<file path="config.mk">
export PLATFORM = sky130hd
export DESIGN_NAME = vme_relay_output_slave
export DESIGN_NICKNAME = d
export VERILOG_FILES = /design/src/logic/relay_board_pkg.sv /design/src/logic/coil_bus_if.sv /design/src/logic/board_addr_decoder.sv /design/src/logic/relay_coil_driver.sv /design/src/logic/vme_relay_output_slave.sv
export VERILOG_INCLUDE_DIRS = /design/src /design/src/logic
export SDC_FILE = /design/constraint.sdc
export NUM_CORES = 1
export LEC_CHECK = 0
export BUFFER_PORTS_ARGS = -buffer_cell sky130_fd_sc_hd__buf_2
export CORE_AREA = 3 3 197 218
export CTS_BUF_LIST = sky130_fd_sc_hd__clkbuf_4 sky130_fd_sc_hd__clkbuf_8
export CTS_CLUSTER_DIAMETER = 120
export DETAILED_ROUTE_END_ITERATION = 10
export DIE_AREA = 0 0 200 221
export PLACE_DENSITY_LB_ADDON = 0.25
export SETUP_SLACK_MARGIN = 0.2
export SLEW_MARGIN = 15
export SYNTH_ARGS = -nofsm -noshare
export SYNTH_HDL_FRONTEND = slang
export SYNTH_SLANG_ARGS = --single-unit
export TNS_END_PERCENT = 100
</file>
<file path="constraint.sdc">
create_clock -name ref_clk -period 7.7 [get_ports ref_clk]
set_input_delay 0.385 -clock ref_clk [delete_from_list [all_inputs] [get_ports ref_clk]]
set_output_delay 0.385 -clock ref_clk [all_outputs]
set_load 0.005 [all_outputs]
</file>
<file path="src/logic/relay_board_map.svh">
`ifndef RELAY_BOARD_MAP_SVH
`define RELAY_BOARD_MAP_SVH

// word index on the four lowest address lines
`define BOARD_ID_IDX 4'h0
`define CTRL_STATUS_IDX 4'h1
`define OUT_REG_FIRST_IDX 4'h4
`define OUT_REG_LAST_IDX 4'h7
`define CONTACT_FIRST_IDX 4'h8
`define CONTACT_LAST_IDX 4'hb

// control and status word fields
`define CSR_FAIL_LED_BIT 15
`define CSR_LOWER_EN_BIT 14
`define CSR_UPPER_EN_BIT 13
`define CSR_RESET 3'h0

// address modifier fields
`define AM_PRIV_BIT 2
`define AM_SHORT_SPACE 3'h5
`define AM_STD_SPACE 3'h7
`define AM_DATA_ACCESS 2'h1

// timing
`define CLK_PERIOD_NS 25
`define DTACK_DELAY_NS 150
`define DTACK_DELAY_CYC (((`DTACK_DELAY_NS) + (`CLK_PERIOD_NS) - 1) / (`CLK_PERIOD_NS))
`define STEER_SETTLE_NS 50
`define STEER_SETTLE_CYC (((`STEER_SETTLE_NS) + (`CLK_PERIOD_NS) - 1) / (`CLK_PERIOD_NS))

`endif

</file>
<file path="src/logic/relay_board_pkg.sv">
package relay_board_pkg;

typedef enum logic [1:0] {
    ST_IDLE,
    ST_BUSY,
    ST_ACK
} cycle_state_t;

typedef struct packed {
    logic write_n;
    logic ds1_n;
    logic ds0_n;
    logic [3:0] word_idx;
} held_access_t;

endpackage

</file>
<file path="src/logic/coil_bus_if.sv">
`timescale 1ns/1ps
interface coil_bus_if;
    logic [63:0] drive_data;
    logic [1:0] half_en;
    logic [63:0] set_coil;
    logic [63:0] reset_coil;
    logic [63:0] coil_oe;

    modport ctrl (
        output drive_data,
        output half_en,
        input set_coil,
        input reset_coil,
        input coil_oe
    );

    modport drv (
        input drive_data,
        input half_en,
        output set_coil,
        output reset_coil,
        output coil_oe
    );
endinterface

</file>
<file path="src/logic/board_addr_decoder.sv">
`timescale 1ns/1ps
`include "relay_board_map.svh"
module board_addr_decoder (
    input wire logic [23:5] addr,
    input wire logic [5:0] am,
    input wire logic as_n,
    input wire logic std_space_jumper,
    input wire logic nonpriv_only_jumper,
    input wire logic any_privilege_jumper,
    input wire logic [23:5] base_jumper,
    output logic board_match
);
    logic [23:5] want;
    logic [23:5] care;
    logic space_ok;
    logic priv_ok;

    // installed jumper pulls the compare to zero, absent one expects one
    assign want = ~base_jumper;
    assign care = std_space_jumper ? {19{1'b1}} : {8'h00, 11'h7ff};

    assign space_ok = (am[1:0] == `AM_DATA_ACCESS) &&
                      (am[5:3] == (std_space_jumper ? `AM_STD_SPACE : `AM_SHORT_SPACE));

    // both jumpers fitted behaves as nonprivileged only
    always_comb begin
        if (nonpriv_only_jumper) begin
            priv_ok = ~am[`AM_PRIV_BIT];
        end else if (any_privilege_jumper) begin
            priv_ok = 1'b1;
        end else begin
            priv_ok = am[`AM_PRIV_BIT];
        end
    end

    assign board_match = ~as_n && space_ok && priv_ok && (((addr ^ want) & care) == 19'h0);
endmodule

</file>
<file path="src/logic/relay_coil_driver.sv">
`timescale 1ns/1ps
module relay_coil_driver (
    input wire logic ref_clk,
    input wire logic reset,
    coil_bus_if.drv coil
);
    genvar ch;
    generate
        for (ch = 0; ch < 64; ch = ch + 1) begin : g_ch
            // set coil through a buffer, reset coil through an inverter
            always_ff @(posedge ref_clk) begin
                if (reset) begin
                    coil.set_coil[ch] <= 1'b0;
                    coil.reset_coil[ch] <= 1'b1;
                    coil.coil_oe[ch] <= 1'b0;
                end else begin
                    coil.set_coil[ch] <= coil.drive_data[ch];
                    coil.reset_coil[ch] <= ~coil.drive_data[ch];
                    coil.coil_oe[ch] <= coil.half_en[ch / 32];
                end
            end
        end
    endgenerate
endmodule

</file>
<file path="src/logic/vme_relay_output_slave.sv">
`timescale 1ns/1ps
`include "relay_board_map.svh"
// How it works
// - jumper absent: A23-A16 ignored, board lives in short I/O space.
// - jumper fitted: upper eight address lines join the base compare.
// - two jumpers pick nonprivileged, either, or supervisory access via AM2.
// - fitted base jumper needs that address line low, absent needs high.
// - on a match board select rises and latches control and A4-A1.
// - writes store bus data only after a settle delay for steering.
// - reads drive data until both data strobes return high.
// - any register always answers; writes to read-only ones are dropped.
// - output registers read back what was last written.
// - DTACK* goes low 150 ns after the board decides to respond.
// - master lifts strobes after DTACK*; board then rearms board select.
// - identification word at base, fixed upper byte, lower byte undriven.
// - control word at next word, only its top three bits used.
// - control bit 15 low lights the fail indicator, high darkens it.
// - control bit 14 enables coil drivers for channels 1 to 32.
// - control bit 13 enables coil drivers for channels 33 to 64.
// - enabled drivers follow output registers, one activates the relay.
// - disabled drivers float, latching relays keep their state.
// - set coil via buffer, reset coil via inverter, one coil energised.
// - contact registers show real contacts; writes while disabled only store.
module vme_relay_output_slave #(
    parameter logic [7:0] BOARD_ID_CODE = 8'h5a // arbitrary value
) (
    input wire logic ref_clk,
    input wire logic reset,
    input wire logic [23:1] vme_addr,
    input wire logic [5:0] vme_am,
    input wire logic vme_as_n,
    input wire logic vme_ds0_n,
    input wire logic vme_ds1_n,
    input wire logic vme_write_n,
    input wire logic [15:0] vme_data_in,
    output logic [15:0] vme_data_out,
    output logic [1:0] vme_data_oe,
    output logic vme_dtack_n_out,
    output logic vme_dtack_n_oe,
    input wire logic std_space_jumper,
    input wire logic nonpriv_only_jumper,
    input wire logic any_privilege_jumper,
    input wire logic [23:5] base_jumper,
    input wire logic [63:0] relay_contact,
    output logic [63:0] set_coil,
    output logic [63:0] reset_coil,
    output logic [63:0] coil_oe,
    output logic fail_led_n,
    output logic board_select_active_high
);
    localparam logic [3:0] DTACK_CYC = 4'(`DTACK_DELAY_CYC);
    localparam logic [3:0] SETTLE_CYC = 4'(`STEER_SETTLE_CYC);

    // every pin is asynchronous to ref_clk: two flops before any logic
    localparam int SYNC_W = 23 + 6 + 4 + 16 + 3 + 19 + 64;
    logic [SYNC_W-1:0] pin_meta_ff;
    logic [SYNC_W-1:0] pin_sync_ff;

    logic [23:1] addr_s;
    logic [5:0] am_s;
    logic as_n_s;
    logic ds0_n_s;
    logic ds1_n_s;
    logic write_n_s;
    logic [15:0] data_s;
    logic std_s;
    logic nonpriv_s;
    logic anypriv_s;
    logic [23:5] base_s;
    logic [63:0] contact_s;

    always_ff @(posedge ref_clk) begin
        if (reset) begin
            // both stages preset idle so no strobe or address strobe is seen low after reset
            pin_meta_ff <= '1;
            pin_sync_ff <= '1;
        end else begin
            pin_meta_ff <= {vme_addr, vme_am, vme_as_n, vme_ds0_n, vme_ds1_n, vme_write_n, vme_data_in,
                            std_space_jumper, nonpriv_only_jumper, any_privilege_jumper, base_jumper,
                            relay_contact};
            pin_sync_ff <= pin_meta_ff;
        end
    end

    assign {addr_s, am_s, as_n_s, ds0_n_s, ds1_n_s, write_n_s, data_s,
            std_s, nonpriv_s, anypriv_s, base_s, contact_s} = pin_sync_ff;

    // byte lanes: ds1 carries the upper byte, ds0 the lower
    function automatic logic [15:0] lane_merge(input logic [15:0] old_val, input logic [15:0] new_val,
                                               input logic ds1_n, input logic ds0_n);
        lane_merge = {ds1_n ? old_val[15:8] : new_val[15:8], ds0_n ? old_val[7:0] : new_val[7:0]};
    endfunction

    function automatic logic in_range(input logic [3:0] idx, input logic [3:0] lo, input logic [3:0] hi);
        in_range = (idx >= lo) && (idx <= hi);
    endfunction

    logic board_match;
    logic strobe_seen;
    logic strobes_high;

    board_addr_decoder u_decoder (
        .addr(addr_s[23:5]),
        .am(am_s),
        .as_n(as_n_s),
        .std_space_jumper(std_s),
        .nonpriv_only_jumper(nonpriv_s),
        .any_privilege_jumper(anypriv_s),
        .base_jumper(base_s),
        .board_match(board_match)
    );

    assign strobe_seen = ~ds0_n_s | ~ds1_n_s;
    assign strobes_high = ds0_n_s & ds1_n_s;

    relay_board_pkg::cycle_state_t state_ff;
    relay_board_pkg::cycle_state_t nxt_state;
    relay_board_pkg::held_access_t held_ff;
    logic [3:0] count_ff;
    logic board_select_ff;
    logic dtack_ff;
    logic store_now;
    logic read_now;

    always_comb begin
        nxt_state = state_ff;
        unique case (state_ff)
            relay_board_pkg::ST_IDLE: begin
                if (board_match && strobe_seen) begin
                    nxt_state = relay_board_pkg::ST_BUSY;
                end
            end
            relay_board_pkg::ST_BUSY: begin
                if (count_ff == DTACK_CYC - 4'h1) begin
                    nxt_state = relay_board_pkg::ST_ACK;
                end
            end
            relay_board_pkg::ST_ACK: begin
                if (strobes_high) begin
                    nxt_state = relay_board_pkg::ST_IDLE;
                end
            end
        endcase
    end

    always_ff @(posedge ref_clk) begin
        if (reset) begin
            state_ff <= relay_board_pkg::ST_IDLE;
        end else begin
            state_ff <= nxt_state;
        end
    end

    // the held copy lets the master move on while this cycle finishes
    always_ff @(posedge ref_clk) begin
        if (reset) begin
            held_ff <= '0;
        end else if (state_ff == relay_board_pkg::ST_IDLE && nxt_state == relay_board_pkg::ST_BUSY) begin
            held_ff <= '{write_n: write_n_s, ds1_n: ds1_n_s, ds0_n: ds0_n_s, word_idx: addr_s[4:1]};
        end
    end

    always_ff @(posedge ref_clk) begin
        if (reset) begin
            board_select_ff <= 1'b0;
        end else if (state_ff == relay_board_pkg::ST_IDLE) begin
            board_select_ff <= nxt_state == relay_board_pkg::ST_BUSY;
        end else if (state_ff == relay_board_pkg::ST_ACK && strobes_high) begin
            board_select_ff <= 1'b0;
        end
    end

    always_ff @(posedge ref_clk) begin
        if (reset) begin
            count_ff <= 4'h0;
        end else if (state_ff == relay_board_pkg::ST_BUSY) begin
            count_ff <= count_ff + 4'h1;
        end else begin
            count_ff <= 4'h0;
        end
    end

    // dtack counted from the decision edge, held until strobes rise
    always_ff @(posedge ref_clk) begin
        if (reset) begin
            dtack_ff <= 1'b0;
        end else if (state_ff == relay_board_pkg::ST_BUSY && count_ff == DTACK_CYC - 4'h1) begin
            dtack_ff <= 1'b1;
        end else if (state_ff == relay_board_pkg::ST_ACK && strobes_high) begin
            dtack_ff <= 1'b0;
        end
    end

    // data is taken only after the steering settle time, well before dtack
    assign store_now = state_ff == relay_board_pkg::ST_BUSY && count_ff == SETTLE_CYC && ~held_ff.write_n;
    assign read_now = state_ff == relay_board_pkg::ST_BUSY && count_ff == 4'h0 && held_ff.write_n;

    logic [2:0] csr_ff;
    logic [15:0] csr_merged;
    logic [15:0] out_reg_ff [0:3];

    assign csr_merged = lane_merge({csr_ff, 13'h0000}, data_s, held_ff.ds1_n, held_ff.ds0_n);

    always_ff @(posedge ref_clk) begin
        if (reset) begin
            csr_ff <= `CSR_RESET;
        end else if (store_now && held_ff.word_idx == `CTRL_STATUS_IDX) begin
            // only the top three bits exist; lower bits vanish
            csr_ff <= csr_merged[15:13];
        end
    end

    genvar w;
    generate
        for (w = 0; w < 4; w = w + 1) begin : g_out
            always_ff @(posedge ref_clk) begin
                if (reset) begin
                    out_reg_ff[w] <= 16'h0000;
                end else if (store_now && held_ff.word_idx == `OUT_REG_FIRST_IDX + 4'(w)) begin
                    out_reg_ff[w] <= lane_merge(out_reg_ff[w], data_s, held_ff.ds1_n, held_ff.ds0_n);
                end
            end
        end
    endgenerate

    // writes to id, contact and unused words fall through here and are lost
    logic [15:0] read_word;
    logic [1:0] read_lanes;
    logic [1:0] ctr_off;

    always_comb begin
        read_word = 16'h0000;
        read_lanes = {~held_ff.ds1_n, ~held_ff.ds0_n};
        ctr_off = held_ff.word_idx[1:0];
        if (held_ff.word_idx == `BOARD_ID_IDX) begin
            read_word = {BOARD_ID_CODE, 8'h00};
            read_lanes[0] = 1'b0;
        end else if (held_ff.word_idx == `CTRL_STATUS_IDX) begin
            read_word = {csr_ff, 13'h0000};
        end else if (in_range(held_ff.word_idx, `OUT_REG_FIRST_IDX, `OUT_REG_LAST_IDX)) begin
            read_word = out_reg_ff[ctr_off];
        end else if (in_range(held_ff.word_idx, `CONTACT_FIRST_IDX, `CONTACT_LAST_IDX)) begin
            read_word = contact_s[16*ctr_off +: 16];
        end
    end

    logic [15:0] data_out_ff;
    logic [1:0] data_oe_ff;

    always_ff @(posedge ref_clk) begin
        if (reset) begin
            data_out_ff <= 16'h0000;
            data_oe_ff <= 2'h0;
        end else if (read_now) begin
            data_out_ff <= read_word;
            data_oe_ff <= read_lanes;
        end else if (state_ff == relay_board_pkg::ST_ACK && strobes_high) begin
            data_oe_ff <= 2'h0;
        end
    end

    coil_bus_if coil ();

    assign coil.drive_data = {out_reg_ff[3], out_reg_ff[2], out_reg_ff[1], out_reg_ff[0]};
    assign coil.half_en = {csr_ff[`CSR_UPPER_EN_BIT - 13], csr_ff[`CSR_LOWER_EN_BIT - 13]};

    relay_coil_driver u_coils (
        .ref_clk(ref_clk),
        .reset(reset),
        .coil(coil.drv)
    );

    assign set_coil = coil.set_coil;
    assign reset_coil = coil.reset_coil;
    assign coil_oe = coil.coil_oe;

    assign vme_data_out = data_out_ff;
    assign vme_data_oe = data_oe_ff;
    // open drain: the pin level is only ever pulled low
    assign vme_dtack_n_out = 1'b0;
    assign vme_dtack_n_oe = dtack_ff;
    assign fail_led_n = csr_ff[`CSR_FAIL_LED_BIT - 13];
    assign board_select_active_high = board_select_ff;
endmodule

</file>
# Word level (Yosys, flattened, before mapping)
# Memory sizes are Yosys's and may differ from the RTL's. A register that Yosys moved wholly into a read port is not among the register bits.
# Index checks and enable logic that the tools add are counted.
# word_totals
in_bits	137
mem_count	1
ram_bits	64
ff_bits	436
elab_cells	317
# classes
n_mux	46
addsub	1
magnitude_cmp	4
shifts	1
eq_ne	12
reduce_logical	28
bitwise	81
# memory_table
memory	words	width	read_ports	rd_clocked_by_memory_dff	wr	line_no	source
out_reg_ff	4	16	5	1	4	vme_relay_output_slave.sv:200	logic [15:0] out_reg_ff [0:3];
# ops
cell	n
16-bit 2-to-1 mux	8
1-bit NOT	72
8-bit 2-to-1 mux	8
64-bit by 7-bit variable part select with 16-bit output	1
4-bit by 3-bit == test with 1-bit output (second input constant)	5
1-bit 2-to-1 mux	20
19-bit AND	1
1-bit logical AND	19
19-bit zero test	1
19-bit 2-to-1 mux	1
19-bit NOT	1
19-bit XOR	1
2-bit 2-to-1 mux	8
4-bit zero test	2
2-bit by 1-bit == test with 1-bit output (second input constant)	3
2-bit case mux with 3 select lines	1
2-bit nonzero test	3
1-bit bitwise OR	5
4-bit by 1-bit adder with 4-bit output (second input constant)	1
4-bit by 1-bit == test with 1-bit output (second input constant)	1
4-bit by 2-bit == test with 1-bit output (second input constant)	1
4-bit by 3-bit >= comparator with 1-bit output (second input constant)	1
4-bit >= comparator (second input constant)	1
4-bit by 3-bit <= comparator with 1-bit output (second input constant)	1
7 further kinds	7

# Depth between registers and ports, before layout
# depth
depth_word	13
mapped_depth	10

# Hierarchy
# From an unflattened synthesis, not the netlist that was laid out.
# hier_totals
cells_unflattened	1325
hier_area_um2	16425.8
# by_module_without_submodules
module	cells_each	instances	seq_area_each_um2	area_each_um2
vme_relay_output_slave	958	1	8087.8	12219.2
relay_coil_driver	336	1	2602.5	3951.3
board_addr_decoder	31	1	0.0	255.2

# Least setup slack after synthesis
# Ideal clock, no wire load.
# synth_timing
path_type	flip-flop to flip-flop
from	register state_ff[1]
to	memory out_reg_ff[2][0] (enable)
synth_period_minus_slack_ns	2.507
required_ns	7.325
setup_ns	0.375
path_slack_ns	5.193
t_arrival_ns	2.132
path_stages_with_launch	10
path_cell_list	dfxtp_1 -> inv_1 -> ha_1 -> nor3b_1 -> nand3_1 -> nor2_1 -> buf_2 -> nand2_1 -> or2_2 -> o21bai_1
# synth_rtl
item	line_no	source
start: declaration	vme_relay_output_slave.sv:116	relay_board_pkg::cycle_state_t state_ff;
start signal: assignment	vme_relay_output_slave.sv:148	state_ff <= relay_board_pkg::ST_IDLE;
start signal: assignment	vme_relay_output_slave.sv:150	state_ff <= nxt_state;
end: declaration	vme_relay_output_slave.sv:200	

==> results.yml <==
power:
  ir_drop_mv: 0.120
  p_int_w: 0.00428
  power.share.switching: 0.207
  p_clk_frac: 0.430
  power_frac_seq: 0.520
  p_switching_w: 0.00112
  p_per_area_nw_per_um2: 257
  leakage_nw: 8.93
  p_comb_frac: 0.050
final_layout:
  fillers: 3586
  final_layout_size_suffix_gt1_frac: 0.441
  mostFrequentLayoutCells: "dfxtp_1, buf_2, or2_2, dlygate4sd3_1, clkbuf_8"
  area_growth_pct: 29.4
  layout.cells.non_filler: 2377
  final_common_cell: "dfxtp_1"
  nNetsFinal: 1905
  final_area_um2: 21000
yosys:
  ys_warn_count: 0
  ys_ff_latch: 502
  postSynth.topFlopCell: "dfxtp_1"
  synthCells: 1322
  syn_nets: 1466
  syn_avg_cell_area_um2: 12.3
  synth_edf_count: 64
  seq_area_frac_synth: 0.659
  syn_area_um2: 16200
  ys_async_sr_fraction: 0
  synth_cell_types: 49
setup_path:
  slowest_stage: "nor2_1"
  path_buf_inv: 1
  cp-startpoint: "state_ff[1]"
  start_kind: "flip-flop"
  regToRegSetupSlack_ns: 4.12
  cp_top_family: "simple AND/OR/NAND/NOR gates"
  cp-end-kind: "flip-flop"
  path_depth: 8
  path_cells: "inv_1, ha_1, nor3b_1, nand3_1, nor2_1, nand2_1, or2_2, o21bai_1"
  r2r_cells: 8
  cp-endpoint: "out_reg_ff[2][12]"
  worstPathMaxFanout: 20
  criticalPathCategory: "reg -> reg"
  r2r_start: "state_ff[1]"
  max_stage_delay_ns: 0.86
  arrival_ns: 3.82
  r2r-end: "out_reg_ff[2][12]"
  crit_required_ns: 7.94
run:
  drv_cap: 0
clock_tree:
  numCtsBuffers: 78
  clkTransAtPathRegs_ns: 0.07
  htreeDepth: 3
  clockRootBuffer: "clkbuf_8"
  cts.sinks: 502
  postCtsHoldBufs: 135
  cts.path.max_buffers: 3
  ctsResizeCount: 0
  post_cts_buffers: 0
  cts_tree: "built"
  clk_latency_ns: 0.62
outcome:
  status: "completed"
global_routing:
  grt_pass1_vias: 10203
  grt_overflow: 0
  grt_max_degree: 152
  antenna_found_initial: 1
  grt_pass1_wl_um: 54100
  grt.total_usage: 0.158
floorplan:
  start_util: 0.395
  ios: 351
  die_x_um: 200
  dieArea_um2: 44200
  core-area_um2: 41100
  row_count: 78
  fp.dieH_um: 221
timing:
  fin_crit_sh: 0.465
  final.min_clock_period_ns: 3.58
  tns_ns: 0
  setup_viol_count_final: 0
  fmax_mhz: 279
  hold_viol: 0
  rsz0062_at_grt: "no"
  worstMarginPinSlew_ns: 1.08
  clock_skew_ns: 0.0152
  slew_headroom: 0.276
  maxSlewViolCount: 0
placed_design:
  dpl_cell_area_um2: 18000
  dp_cells: 2106
  dp_hpwl_um: 23500
  io_buffers: 349
  gp_congestion: 0.829
drt:
  viasPerCell: 4.21
  drt_first_iter_violations: 390
  wire_per_inst_um: 14.8
  ant_nets: 0
  drc: 0
  drt_wl_total_um: 35100
  num_vias: 9998
  first_pass_iters: 4
worst_hold_path:
  hp-class: "in -> reg"
## logic make-up after synthesis
group | synth area share
compound gates | 0.0237
xor+xnor | 0.0119
fa+ha+maj | 0.00540
buf+inv | 0.0622
flops | 0.659
mux | 0.0518
other cells | 0.000231
simple gates | 0.186
## synthesized netlist by cell type (12+ instances only)
master	count	area [um2]
nor2_1	36	135
and2_1	48	300
mux2i_1	12	120
mux4_2	32	721
or2_2	272	1700
and3_1	18	113
xnor2_1	20	175
clkbuf_1	59	221
edfxtp_1	64	1920
buf_4	63	473
nand2b_1	17	106
nor3_1	16	80.1
nor2b_1	67	419
dfxtp_1	438	8770
a221oi_1	13	114
inv_1	71	267
## per-layer routing
metal / share of wire / vias up / GRT usage
met5: 0 / - / 0
met4: 0.037 / 0 / 0.0790
met3: 0.064 / 80 / 0.0407
met2: 0.48 / 309 / 0.266
met1: 0.41 / 4568 / 0.186
li1: - / 5041 / -
## through the flow
| stage | hold slack [ns] | total power [W] | utilization | worst slack (ns) |
|---|---|---|---|---|
| finish | 0.281 | 0.00540 | 0.511 | 4.12 |
| CTS | 0.230 | 0.00549 | 0.511 | 4.12 |
| global placement | 0.393 | 0.00308 | 0.438 | 4.29 |
| floorplan | 0.389 | 0.00297 | - | 5.19 |
| global route | 0.292 | 0.00564 | 0.511 | 3.74 |
| detailed placement | 0.392 | 0.00309 | 0.438 | 4.15 |
## how the worst min path moves through the flow
stage / cells after the start / start / to / slack [ns]
after floorplan: 1 / pin_meta_ff[0] / pin_sync_ff[0] / 0.39
after global placement: 1 / pin_meta_ff[24] / pin_sync_ff[24] / 0.39
after detailed placement: 1 / pin_meta_ff[62] / pin_sync_ff[62] / 0.39
after CTS: 2 / reset / csr_ff[1] / 0.23
after global routing: 2 / reset / csr_ff[1] / 0.29
final: 2 / reset / csr_ff[1] / 0.28
## power by group through the flow
| stage | Clock (W) | Sequential, W | Combinational, W |
|---|---|---|---|
| global placement | 0 | 0.00286 | 0.000216 |
| detailed placement | 0 | 0.00287 | 0.000219 |
| CTS | 0.00240 | 0.00281 | 0.000272 |
| global route | 0.00252 | 0.00282 | 0.000300 |
| floorplan | 0 | 0.00285 | 0.000116 |
| finish | 0.00232 | 0.00281 | 0.000270 |
## layout make-up
cell class                 instances  area [um2]  area share
sequential                       502       10700       0.509
inverter                          71         267      0.0127
antenna                            1        2.50    0.000119
tap                              560         701      0.0333
timing repair buffer             488        3140       0.149
clock inverter                    16         166     0.00792
multi-input combinational        620        4540       0.216
clock buffer                     119        1510      0.0717
## state kept, by name (all words and copies together) (netlist names), 3 cells and up, named ones only
| name | cells |
|---|---|
| pin_meta_ff | 135 |
| pin_sync_ff | 135 |
| out_reg_ff | 64 |
| u_coils.coil.reset_coil | 64 |
| u_coils.coil.set_coil | 64 |
| vme_data_out | 16 |
| held_ff | 5 |
| count_ff | 4 |
| csr_ff | 3 |
## worst reg2reg max path: cells and delay by family, from the launching register on
family	cells	cell delay, ns
flops	1	0.33
compound gates	1	0.60
fa+ha+maj	1	0.25
simple gates	5	1.91
buf+inv	1	0.13
Note: power is estimated with default switching activity, not from simulation.
